[src/logic/ict_pkg.sv]
// Purpose: Shared types and constants for the instruction cycle timing model.
// Assumes: One processor clock; requests arrive already decoded.
// Notes:   Counts are clock periods; a bus cycle is a fixed number of clocks.
package ict_pkg;

    // Widths of the reported counts
    localparam int CLK_W = 8;
    localparam int RD_W  = 4;
    localparam int WR_W  = 3;

    // Fixed timing figures, in clock periods
    localparam logic [7:0] BUS_CYCLE_CLKS      = 8'h04;
    localparam logic [7:0] LONG_REG_BOOST_CLKS = 8'h08;
    localparam logic [7:0] SIGNED_DIV_CLKS     = 8'h9e;  // 158
    localparam logic [7:0] UNSIGNED_DIV_CLKS   = 8'h8c;  // 140
    localparam logic [7:0] MUL_BASE_CLKS       = 8'h26;  // 38
    localparam logic [7:0] SET_TRUE_CLKS       = 8'h06;
    localparam logic [7:0] TEST_SET_MEM_CLKS   = 8'h0e;  // 14

    typedef enum logic [4:0] {
        ict_op_add, ict_op_sub, ict_op_and, ict_op_or, ict_op_compare,
        ict_op_exclusive_or, ict_op_signed_divide, ict_op_unsigned_divide,
        ict_op_signed_multiply, ict_op_unsigned_multiply,
        ict_op_add_immediate, ict_op_subtract_immediate, ict_op_and_immediate,
        ict_op_or_immediate, ict_op_exclusive_or_immediate, ict_op_compare_immediate,
        ict_op_add_quick, ict_op_subtract_quick, ict_op_move_quick,
        ict_op_clear, ict_op_negate, ict_op_negate_extend, ict_op_complement,
        ict_op_decimal_negate, ict_op_set_condition, ict_op_test_and_set_op,
        ict_op_test
    } ict_op_t;

    typedef enum logic [1:0] {
        ict_size_byte = 2'h0,
        ict_size_word = 2'h1,
        ict_size_long = 2'h2
    } ict_size_t;

    // Where the result goes: address register, data register, memory
    typedef enum logic [1:0] {
        ict_form_to_areg = 2'h0,
        ict_form_to_dreg = 2'h1,
        ict_form_to_mem  = 2'h2
    } ict_form_t;

    typedef enum logic [3:0] {
        ict_ea_dreg, ict_ea_areg, ict_ea_ind, ict_ea_post_inc, ict_ea_pre_dec,
        ict_ea_disp, ict_ea_index, ict_ea_abs_short, ict_ea_abs_long,
        ict_ea_pc_disp, ict_ea_pc_index, ict_ea_immediate
    } ict_ea_t;

    // Sequencer phases, Gray coded along idle-read-internal-write
    typedef enum logic [1:0] {
        ict_ph_idle     = 2'b00,
        ict_ph_read     = 2'b01,
        ict_ph_internal = 2'b11,
        ict_ph_write    = 2'b10
    } ict_phase_t;

    typedef struct packed {
        ict_op_t    op;
        ict_size_t  size;
        ict_form_t  form;
        ict_ea_t    ea;
        logic       cond_true;
        logic [15:0] src;
    } ict_req_t;

    typedef struct packed {
        logic             illegal;
        logic [CLK_W-1:0] clocks;
        logic [RD_W-1:0]  reads;
        logic [WR_W-1:0]  writes;
    } ict_timing_t;

endpackage : ict_pkg

[src/logic/ict_sequencer.sv]
// Purpose: Decode an instruction's timing and walk its bus and idle clocks.
// Assumes: Request fields are stable while i_req_valid is high.
// Notes:   Reads come first, then internal time, then writes.

// Behaviour
// - Counts cover operation, store and next fetch.
// - Plus entries add address calculation cost.
// - Long to register six, eight if register/immediate, except compare which stays six.
// - Divides at most 158 and 140 clocks.
// - Multiply 38 plus two per counted bit.
// - Signed multiply counts bit pairs of 17 bits.
// - Exclusive-or to register needs data register source.
// - Add/and/or/sub register and memory base counts.
// - Immediate forms include immediate word fetches.
// - Single operand register and test-and-set counts.
// - Each bus cycle four clocks, rest internal.
module ict_sequencer (
    input  wire logic                 i_clock,
    input  wire logic                 i_rst_n,
    input  wire logic                 i_req_valid,
    input  wire ict_pkg::ict_req_t    i_req,
    output logic                      o_req_ready,
    output logic                      o_result_valid,
    output ict_pkg::ict_timing_t      o_result,
    output logic                      o_bus_read,
    output logic                      o_bus_write,
    output logic                      o_done
);

    // Address calculation cost: clocks in [11:4], reads in [3:0]
    function automatic logic [11:0] ea_cost(input ict_pkg::ict_ea_t ea, input logic lng);
        logic [7:0] c;
        logic [3:0] r;
        c = 8'h00;
        r = 4'h0;
        case (ea)
            ict_pkg::ict_ea_ind, ict_pkg::ict_ea_post_inc,
            ict_pkg::ict_ea_immediate: begin c = 8'h04; r = 4'h1; end
            ict_pkg::ict_ea_pre_dec: begin c = 8'h06; r = 4'h1; end
            ict_pkg::ict_ea_disp, ict_pkg::ict_ea_abs_short,
            ict_pkg::ict_ea_pc_disp: begin c = 8'h08; r = 4'h2; end
            ict_pkg::ict_ea_index, ict_pkg::ict_ea_pc_index: begin c = 8'h0a; r = 4'h2; end
            ict_pkg::ict_ea_abs_long: begin c = 8'h0c; r = 4'h3; end
            default: begin c = 8'h00; r = 4'h0; end
        endcase
        // Long operands need one more word fetched
        if (lng && r != 4'h0) begin
            c = c + ict_pkg::BUS_CYCLE_CLKS;
            r = r + 4'h1;
        end
        return {c, r};
    endfunction : ea_cost

    function automatic ict_pkg::ict_timing_t calc_timing(input ict_pkg::ict_req_t q);
        ict_pkg::ict_timing_t t;
        logic        lng;
        logic        reg_ea;
        logic        ea_plus;
        logic        boost;
        logic        word_ea;
        logic [11:0] ec;
        logic [4:0]  n;
        t       = '0;
        lng     = (q.size == ict_pkg::ict_size_long);
        reg_ea  = (q.ea == ict_pkg::ict_ea_dreg) || (q.ea == ict_pkg::ict_ea_areg)
                  || (q.ea == ict_pkg::ict_ea_immediate);
        ea_plus = 1'b1;
        boost   = 1'b0;
        word_ea = 1'b0;
        n       = 5'h00;
        ec      = 12'h000;
        case (q.op)
            ict_pkg::ict_op_add, ict_pkg::ict_op_sub, ict_pkg::ict_op_and,
            ict_pkg::ict_op_or, ict_pkg::ict_op_compare, ict_pkg::ict_op_exclusive_or: begin
                case (q.form)
                    ict_pkg::ict_form_to_areg: begin
                        // Address destination: add/sub/compare, word or long
                        if (q.size == ict_pkg::ict_size_byte || q.op == ict_pkg::ict_op_and
                            || q.op == ict_pkg::ict_op_or
                            || q.op == ict_pkg::ict_op_exclusive_or) begin
                            t.illegal = 1'b1;
                        end else if (q.op == ict_pkg::ict_op_compare) begin
                            t.clocks = 8'h06;
                        end else begin
                            t.clocks = lng ? 8'h06 : 8'h08;
                            boost    = lng;
                        end
                        t.reads = 4'h1;
                    end
                    ict_pkg::ict_form_to_dreg: begin
                        t.reads = 4'h1;
                        if (q.op == ict_pkg::ict_op_exclusive_or) begin
                            t.illegal = (q.ea != ict_pkg::ict_ea_dreg);
                            t.clocks  = lng ? 8'h08 : 8'h04;
                            ea_plus   = 1'b0;
                        end else begin
                            t.clocks = lng ? 8'h06 : 8'h04;
                            boost    = lng && (q.op != ict_pkg::ict_op_compare);
                        end
                    end
                    default: begin
                        // Result stored to memory: one write per word
                        t.illegal = (q.op == ict_pkg::ict_op_compare) || reg_ea;
                        t.clocks  = lng ? 8'h0c : 8'h08;
                        t.reads   = 4'h1;
                        t.writes  = lng ? 3'h2 : 3'h1;
                    end
                endcase
            end
            ict_pkg::ict_op_signed_divide, ict_pkg::ict_op_unsigned_divide: begin
                // Worst-case figure; best case lies within ten percent of it
                t.illegal = (q.form != ict_pkg::ict_form_to_dreg);
                t.clocks  = (q.op == ict_pkg::ict_op_signed_divide) ?
                            ict_pkg::SIGNED_DIV_CLKS : ict_pkg::UNSIGNED_DIV_CLKS;
                t.reads   = 4'h1;
                word_ea   = 1'b1;
            end
            ict_pkg::ict_op_signed_multiply, ict_pkg::ict_op_unsigned_multiply: begin
                if (q.op == ict_pkg::ict_op_unsigned_multiply) begin
                    n = 5'($countones(q.src));
                end else begin
                    n = 5'($countones(q.src ^ {q.src[14:0], 1'b0}));
                end
                t.illegal = (q.form != ict_pkg::ict_form_to_dreg);
                t.clocks  = ict_pkg::MUL_BASE_CLKS + {2'b00, n, 1'b0};
                t.reads   = 4'h1;
                word_ea   = 1'b1;
            end
            ict_pkg::ict_op_add_immediate, ict_pkg::ict_op_subtract_immediate,
            ict_pkg::ict_op_and_immediate, ict_pkg::ict_op_or_immediate,
            ict_pkg::ict_op_exclusive_or_immediate, ict_pkg::ict_op_compare_immediate: begin
                // Immediate words are fetched as part of the count
                t.reads = lng ? 4'h3 : 4'h2;
                case (q.form)
                    ict_pkg::ict_form_to_dreg: begin
                        ea_plus  = 1'b0;
                        t.clocks = !lng ? 8'h08 :
                                   (q.op == ict_pkg::ict_op_and_immediate ||
                                    q.op == ict_pkg::ict_op_compare_immediate) ? 8'h0e
                                   : 8'h10;
                    end
                    ict_pkg::ict_form_to_mem: begin
                        t.illegal = reg_ea;
                        if (q.op == ict_pkg::ict_op_compare_immediate) begin
                            t.clocks = lng ? 8'h0c : 8'h08;
                        end else begin
                            t.clocks = lng ? 8'h14 : 8'h0c;
                            t.writes = lng ? 3'h2 : 3'h1;
                        end
                    end
                    default: t.illegal = 1'b1;
                endcase
            end
            ict_pkg::ict_op_add_quick, ict_pkg::ict_op_subtract_quick,
            ict_pkg::ict_op_move_quick: begin
                t.reads = 4'h1;
                if (q.op == ict_pkg::ict_op_move_quick) begin
                    t.illegal = (q.form != ict_pkg::ict_form_to_dreg);
                    t.clocks  = 8'h04;
                    ea_plus   = 1'b0;
                end else if (q.form == ict_pkg::ict_form_to_mem) begin
                    t.illegal = reg_ea;
                    t.clocks  = lng ? 8'h0c : 8'h08;
                    t.writes  = lng ? 3'h2 : 3'h1;
                end else begin
                    ea_plus   = 1'b0;
                    t.illegal = (q.form == ict_pkg::ict_form_to_areg)
                                && (q.size == ict_pkg::ict_size_byte);
                    t.clocks  = (lng || (q.form == ict_pkg::ict_form_to_areg &&
                                 q.op == ict_pkg::ict_op_subtract_quick)) ? 8'h08 : 8'h04;
                end
            end
            ict_pkg::ict_op_clear, ict_pkg::ict_op_negate, ict_pkg::ict_op_negate_extend,
            ict_pkg::ict_op_complement, ict_pkg::ict_op_decimal_negate,
            ict_pkg::ict_op_set_condition, ict_pkg::ict_op_test_and_set_op,
            ict_pkg::ict_op_test: begin
                t.reads = 4'h1;
                if (q.form == ict_pkg::ict_form_to_dreg) begin
                    ea_plus  = 1'b0;
                    t.clocks = (q.op == ict_pkg::ict_op_decimal_negate
                                || (q.op == ict_pkg::ict_op_set_condition && q.cond_true)
                                || (lng && q.op != ict_pkg::ict_op_test))
                               ? ict_pkg::SET_TRUE_CLKS : 8'h04;
                end else if (q.form == ict_pkg::ict_form_to_mem) begin
                    t.illegal = reg_ea;
                    if (q.op == ict_pkg::ict_op_test_and_set_op) begin
                        t.clocks = ict_pkg::TEST_SET_MEM_CLKS;
                        t.reads  = 4'h2;
                        t.writes = 3'h1;
                    end else if (q.op == ict_pkg::ict_op_test) begin
                        t.clocks = 8'h04;
                    end else begin
                        t.clocks = (lng && q.op != ict_pkg::ict_op_decimal_negate
                                    && q.op != ict_pkg::ict_op_set_condition) ? 8'h0c : 8'h08;
                        t.writes = (t.clocks == 8'h0c) ? 3'h2 : 3'h1;
                    end
                end else begin
                    t.illegal = 1'b1;
                end
            end
            default: t.illegal = 1'b1;
        endcase
        // Register direct or immediate source raises the long base time
        if (boost && reg_ea) begin
            t.clocks = ict_pkg::LONG_REG_BOOST_CLKS;
        end
        // Address calculation clocks and reads summed on top
        if (ea_plus) begin
            ec       = ea_cost(q.ea, lng && !word_ea);
            t.clocks = t.clocks + ec[11:4];
            t.reads  = t.reads + ec[3:0];
        end
        return t;
    endfunction : calc_timing

    ict_pkg::ict_phase_t  st_q;
    ict_pkg::ict_phase_t  st_d;
    logic [7:0]           cnt_q;
    logic [7:0]           cnt_d;
    logic [7:0]           int_len_q;
    logic [7:0]           wr_len_q;
    logic                 acc;
    ict_pkg::ict_timing_t calc;
    logic [7:0]           rd_len;
    logic [7:0]           wr_len;

    assign acc    = i_req_valid && o_req_ready;
    assign calc   = calc_timing(i_req);
    assign rd_len = {2'b00, calc.reads, 2'b00};
    assign wr_len = {3'b000, calc.writes, 2'b00};

    // Next phase: every legal instruction fetches, so reads always lead
    always_comb begin
        st_d  = st_q;
        cnt_d = cnt_q - 8'h01;
        unique case (st_q)
            ict_pkg::ict_ph_idle: begin
                cnt_d = cnt_q;
                if (acc && !calc.illegal) begin
                    st_d  = ict_pkg::ict_ph_read;
                    cnt_d = rd_len - 8'h01;
                end
            end
            ict_pkg::ict_ph_read: begin
                if (cnt_q == 8'h00) begin
                    // Clocks not spent on the bus are bus-idle internal time
                    if (int_len_q != 8'h00) begin
                        st_d  = ict_pkg::ict_ph_internal;
                        cnt_d = int_len_q - 8'h01;
                    end else if (wr_len_q != 8'h00) begin
                        st_d  = ict_pkg::ict_ph_write;
                        cnt_d = wr_len_q - 8'h01;
                    end else begin
                        st_d = ict_pkg::ict_ph_idle;
                    end
                end
            end
            ict_pkg::ict_ph_internal: begin
                if (cnt_q == 8'h00) begin
                    st_d  = (wr_len_q != 8'h00) ? ict_pkg::ict_ph_write : ict_pkg::ict_ph_idle;
                    cnt_d = wr_len_q - 8'h01;
                end
            end
            ict_pkg::ict_ph_write: begin
                if (cnt_q == 8'h00) begin
                    st_d = ict_pkg::ict_ph_idle;
                end
            end
        endcase
    end

    // Phase state and its bus-facing outputs
    always_ff @(posedge i_clock or negedge i_rst_n) begin
        if (!i_rst_n) begin
            st_q        <= ict_pkg::ict_ph_idle;
            cnt_q       <= 8'h00;
            o_req_ready <= 1'b1;
            o_bus_read  <= 1'b0;
            o_bus_write <= 1'b0;
            o_done      <= 1'b0;
        end else begin
            st_q        <= st_d;
            cnt_q       <= cnt_d;
            o_req_ready <= (st_d == ict_pkg::ict_ph_idle);
            o_bus_read  <= (st_d == ict_pkg::ict_ph_read);
            o_bus_write <= (st_d == ict_pkg::ict_ph_write);
            o_done      <= (st_q != ict_pkg::ict_ph_idle) && (st_d == ict_pkg::ict_ph_idle);
        end
    end

    // Reported timing, captured once per accepted request
    always_ff @(posedge i_clock or negedge i_rst_n) begin
        if (!i_rst_n) begin
            o_result_valid <= 1'b0;
            o_result       <= '0;
            int_len_q      <= 8'h00;
            wr_len_q       <= 8'h00;
        end else begin
            o_result_valid <= acc;
            if (acc) begin
                o_result  <= calc;
                int_len_q <= calc.clocks - rd_len - wr_len;
                wr_len_q  <= wr_len;
            end
        end
    end

    // Cycle tallies that only the checks below read
    logic [7:0]        busy_cnt_q;
    logic [7:0]        rd_cnt_q;
    logic [7:0]        wr_cnt_q;
    ict_pkg::ict_req_t req_q;
    always_ff @(posedge i_clock or negedge i_rst_n) begin
        if (!i_rst_n) begin
            busy_cnt_q <= 8'h00;
            rd_cnt_q   <= 8'h00;
            wr_cnt_q   <= 8'h00;
            req_q      <= '0;
        end else if (acc) begin
            busy_cnt_q <= 8'h00;
            rd_cnt_q   <= 8'h00;
            wr_cnt_q   <= 8'h00;
            req_q      <= i_req;
        end else begin
            busy_cnt_q <= busy_cnt_q + {7'h00, st_q != ict_pkg::ict_ph_idle};
            rd_cnt_q   <= rd_cnt_q + {7'h00, o_bus_read};
            wr_cnt_q   <= wr_cnt_q + {7'h00, o_bus_write};
        end
    end
endmodule : ict_sequencer

[config.mk]
export PLATFORM = sky130hd
export DESIGN_NAME = ict_sequencer
export DESIGN_NICKNAME = d
export VERILOG_FILES = /design/src/logic/ict_pkg.sv /design/src/logic/ict_sequencer.sv
export SDC_FILE = /design/constraint.sdc
export NUM_CORES = 1
export LEC_CHECK = 0
export ABC_AREA = 0
export BUFFER_PORTS_ARGS = -buffer_cell sky130_fd_sc_hd__buf_2
export CORE_ASPECT_RATIO = 0.7
export CORE_MARGIN = 2
export CORE_UTILIZATION = 35
export CTS_BUF_LIST = sky130_fd_sc_hd__clkbuf_8
export DETAILED_ROUTE_END_ITERATION = 7
export GPL_TIMING_DRIVEN = 0
export SYNTH_ARGS = -nofsm -noshare
export SYNTH_HDL_FRONTEND = slang
export SYNTH_SLANG_ARGS = --single-unit
[constraint.sdc]
create_clock -name i_clock -period 3 [get_ports i_clock]
set_input_delay 0.15 -clock i_clock [delete_from_list [all_inputs] [get_ports i_clock]]
set_output_delay 0.15 -clock i_clock [all_outputs]
set_load 0.02 [all_outputs]
; Yosys cells after proc, flatten, opt, wreduce, memory -nomap -nowiden
; Memories as Yosys holds them, arrays and structs flattened.
; Cells that the tools add are included.
; Widths: inputs -> output; s select.
[word_totals]
reg_bits = 39
romBits = 80
inputBits = 33
out_inout_bits = 21
memories = 1
[mem_list]
columns = memory, depth, width, read_ports, rd_clocked_by_memory_dff, wr, line_no
row1 = (no name shown), 16, 5, 1, 0, 0, ict_sequencer.sv:36  ; case (ea)
[op_classes]
add_sub_neg = 41
n_eq_ne = 43
muxes = 77
bitwise_logic = 1
reduce_logical = 46
[ops]
columns = operator, n
row1 = $mux 8, 10
row2 = $pmux 12 s6, 1
row3 = $eq 5x5->1 const B, 11
row4 = $eq 5x4->1 const B, 8
row5 = $mux 2, 18
row6 = $mux 4, 9
row7 = $mux 5, 7
row8 = $add 1x1->2, 16
row9 = $pmux 13 s2, 1
row10 = $add 2x2->3, 8
row11 = $mux 12, 2
row12 = $pmux 8 s3, 1
row13 = $eq 5x3->1 const B, 4
row14 = $mux 9, 2
row15 = $add 3x3->4, 4
row16 = $pmux 8 s2, 1
row17 = $reduce_bool 8->1, 2
row18 = $sub 8x1->8 const B, 2
row19 = $xor 16x16->16, 1
row20 = $mux 1, 15
row21 = $mux 15, 1
row22 = $ne 5x5->1 const B, 3
row23 = $reduce_or 14->1, 1
row24 = $logic_and 1x1->1, 13
row25 = 39 further kinds, 67

; Depth between registers and ports, before layout
[logic_depth]
ltp_word = 17
mapped_depth = 34
depth_no_buf = 34

; Worst setup path before layout
; No wires, ideal clock.
[synth_path]
path_type = input -> register
start = input i_req[5] in the netlist's numbering
end = register int_len_q[7]
setup_ns = 0.131
t_arrival_ns = 6.449
path_slack_ns = -3.580
cell_stages = 29
cell_sequence = xor2_1 -> fa_1 -> fa_1 -> fa_1 -> inv_1 -> fa_1 -> inv_1 -> ha_1 -> fa_1 -> mux2i_1 -> ha_1 -> nor2_1 -> nor2_1 -> o221ai_1 -> nor3_1 -> nor2_1 -> fa_1 -> xor2_1 -> nor2_1 -> a31oi_1 -> fa_1 -> ha_1 -> o21ai_0 -> nand2b_1 -> a21oi_1 -> inv_1 -> a21oi_1 -> xnor2_1 -> o21ai_1
[synth_rtl]
columns = element, line_no
row1 = from (decl), ict_sequencer.sv:21  ; input wire ict_pkg::ict_req_t i_req,
row2 = to (signal assigned), ict_sequencer.sv:302  ; int_len_q <= calc.clocks - rd_len - wr_len;
row3 = to (decl), ict_sequencer.sv:220  ; logic [7:0] int_len_q;

==> run_results.csv <==
group,metric,value,unit
status,outcome,"finished, violations left",
status,violations,"negative setup slack",
place,portBuffers,49,
synth,synth.yosys.seq_area_share,17.72,%
cells_and_area,nNetsFinal,801,
cells_and_area,fin_util,44.01,%
floorplan,die_x,146.1,um
synth,netlist_instances,631,
floorplan,fp-row-count,36,
route,drt-initial-drc-count,423,
route,drcViolationCount,0,
worst_setup_path,critPathKind,"input port to flop",
worst_setup_path,ff2ff_setup_slack,0.23,ns
place,place.gp.congestion,0.9328,
synth,synth.avg_cell_area,7.842,um^2
worst_setup_path,path_common_cell,"fa_1",
worst_setup_path,endpoint_kind,"flop",
worst_setup_path,crit_buf_inv,4,
worst_setup_path,required,3.18,ns
route,vias,4898,
global_routing,grt_pass1_vias,4632,
global_routing,grt_pass1_wl,24450,um
floorplan,start_util,35.67,%
place,dp_hpwl,11790,um
worst_setup_path,cp.arrival,6.57,ns
sta,finalSetupViolCount,17,
global_routing,grt_start_max_net_pins,36,
clock_network,clk_path_buf_depth,2,
clock_network,htree_levels,2,
sta,tightest_slew,0.8471,ns
place,place_ws,-4.158,ns
global_routing,overflow,0,
power_and_ir_drop,ir_worst_vdd,593.4,uV
worst_setup_path,cp_top_family,"adder cells",
synth,yosysMostFrequentCell,"nand2_1",
worst_setup_path,slowest_stage,"fa_1",
synth,synth_top_flop_cell,"dfrtp_1",
sta,fmax,0.1563,GHz
clock_network,clk_latency,0.31,ns
power_and_ir_drop,power_per_cell_area,912.1,mW/mm^2
cells_and_area,drive_above_1_share,22.52,%
sta,hold_violations,0,
power_and_ir_drop,total_power,0.005569,W
synth,synth_top_area_share,17.19,%
hold_path,hold_path_class,"input port to flop",
clock_network,cts_tree,"done",
flow_run,maxCapViolCount,0,
synth,ys_types,80,
floorplan,pin_count,54,
synth,netlist_top_cells_area,"dfrtp_1 (17%), ha_1 (10%), fa_1 (9.3%)",
worst_setup_path,start_kind,"input port",
route,viasPerCell,5.467,
sta,fin_crit_sh,213.3,%
synth,yosys_warnings,0,
sta,finalCriticalPeriod,6.398,ns
worst_setup_path,slowest_delay,0.60,ns
clock_network,clk_pin_slew,0.08,ns
synth,synth_area,0.004948,mm^2
sta,finClkSkew,0.007575,ns
synth,yosys.area.top_type,"dfrtp_1",
sta,fin_setup_tns,-33.84,ns
synth,yosys_register_bits,35,
place,dpl-instance-area,0.005545,mm^2
cells_and_area,n_antenna_cell,0,
route,finalWirelength,15130,um
floorplan,die_area,0.01512,mm^2
power_and_ir_drop,p_leak,2.807,nW
floorplan,fp.coreArea,0.01387,mm^2
sta,max-slew-margin-rel,43.52,%
synth,yosys-top-cells-count,"nand2_1 (61), inv_1 (60), nor2_1 (54), o21ai_0 (43), ha_1 (40)",
clock_network,cts_sinks,35,
floorplan,die_y,103.5,um
cells_and_area,final_cell_area,0.006106,mm^2
route,wl_per_cell,16.89,um
sta,setup_ws,-3.398,ns
global_routing,antenna_found_initial,0,
sta,rsz0062_at_grt,"yes",
clock_network,cts-root-buf,"clkbuf_8",
cells_and_area,area_delta_synth_final,23.39,%
sta,slew_viol_final,0,
route,first_pass_iters,5,
synth,async_flop_share,100.0,%
synth,synth-edff-count,0,
global_routing,grt_usage,20.42,%
clock_network,numCtsBuffers,5,
worst_setup_path,crit_path_max_fanout,3,
route,antenna_left,0,
==> sequential cells by signal, indices dropped and copies added (netlist names) <==
signal          count
o_result_valid      1
st_q                2
cnt_q               8
o_result           11
o_bus_write         1
int_len_q           7
o_req_ready         1
wr_len_q            2
o_bus_read          1
o_done              1
==> cell families after synthesis <==
logic type / count (synthesis) / synth area share, %
AND/OR/NAND/NOR: 212 / 21.31
AO/OA/AOI/OAI: 160 / 21.24
buffers and inverters: 97 / 7.863
adder cells (fa/ha/maj): 63 / 19.42
XOR/XNOR: 43 / 8.167
flip-flops: 35 / 17.72
multiplexers: 20 / 4.197
other: 1 / 0.07578
==> worst register-to-register path, stage by stage, from the launching register on <==
cell      delay, ns
dfrtp_1        0.42
nor4_1         0.64
and3_1         0.31
clkbuf_1       0.38
nand2_1        0.19
o32a_1         0.20
o31ai_1        0.08
a32oi_1        0.15
mux2_4         0.30
==> cells in the final DEF, fill, tap and decap left out, types with 5 or more instances in the layout <==
cell	instances
fa_1	21
a21o_1	12
nor3_1	15
nand2b_1	11
nor2_1	47
xor2_1	18
buf_6	6
buf_4	20
nand2_1	61
buf_2	44
o211ai_1	6
o31ai_1	6
inv_1	54
a21oi_2	11
o21ai_0	34
nor2_2	6
a21oi_1	25
mux2i_1	14
a22oi_1	5
xnor2_1	17
ha_1	31
clkbuf_8	6
clkbuf_1	21
nor2b_1	10
o21ai_1	11
dfrtp_1	34
ha_4	6
nand3_1	14
==> timing repair <==
| item | CTS | global route |
|---|---|---|
| hold endpoints to repair | 34 | 0 |
| setup buffers | 12 | 7 |
| gates resized for setup | 25 | 56 |
| pin swaps | 15 | 25 |
| setup endpoints to repair | 20 | 19 |
| hold buffers | 1 | 0 |
==> routing by layer <==
layer	share of wire (%)	track usage, %	wire [um]
met1	53	31.92	7999
met2	39	29.50	5964
met3	6.9	4.123	1038
met4	0.85	2.614	129
met5	0	0	0
==> where the power goes <==
group          leakage (nW)  switching (W)  internal (W)  total, W
sequential            0.448       0.000190      0.000643  0.000834
clock                0.0612       0.000201      0.000269  0.000470
combinational          2.30        0.00234       0.00192   0.00426
==> final timing paths <==
check / from / to / cells after the start
worst max-delay path: i_req[12] / int_len_q[7]$_DFFE_PN0P_ / 30
worst min-delay path: i_req_valid / o_result_valid$_DFF_PN0_ / 3
worst max register to register: cnt_q[4]$_DFFE_PN0P_ / cnt_q[4]$_DFFE_PN0P_ / 8
worst min register to register: o_result[13]$_DFFE_PN0P_ / o_result[13]$_DFFE_PN0P_ / 2
max in group asynchronous: i_rst_n / cnt_q[4]$_DFFE_PN0P_ / 2
min in group asynchronous: i_rst_n / o_result[12]$_DFFE_PN0P_ / 2
==> layout make-up <==
type                       instances  area, um^2
sequential                        35       877.1
buffer                            35       165.2
timing repair buffer              67       454.2
multi-input combinational        500        4010
clock buffer                       6       82.58
inverter                          61       244.0
fill                            1421        7767
tap                              190       237.7
clock inverter                     2       35.03
==> per-stage QoR <==
| step | hold slack (ns) | cells |
|---|---|---|
| floorplan | -0.1456 | 632 |
| global placement | 0.2968 | 871 |
| detailed placement | 0.3184 | 871 |
| CTS | 0.3673 | 891 |
| global route | 0.4195 | 896 |
| finish | 0.3876 | 896 |
Power figures use the tool's default switching activity.
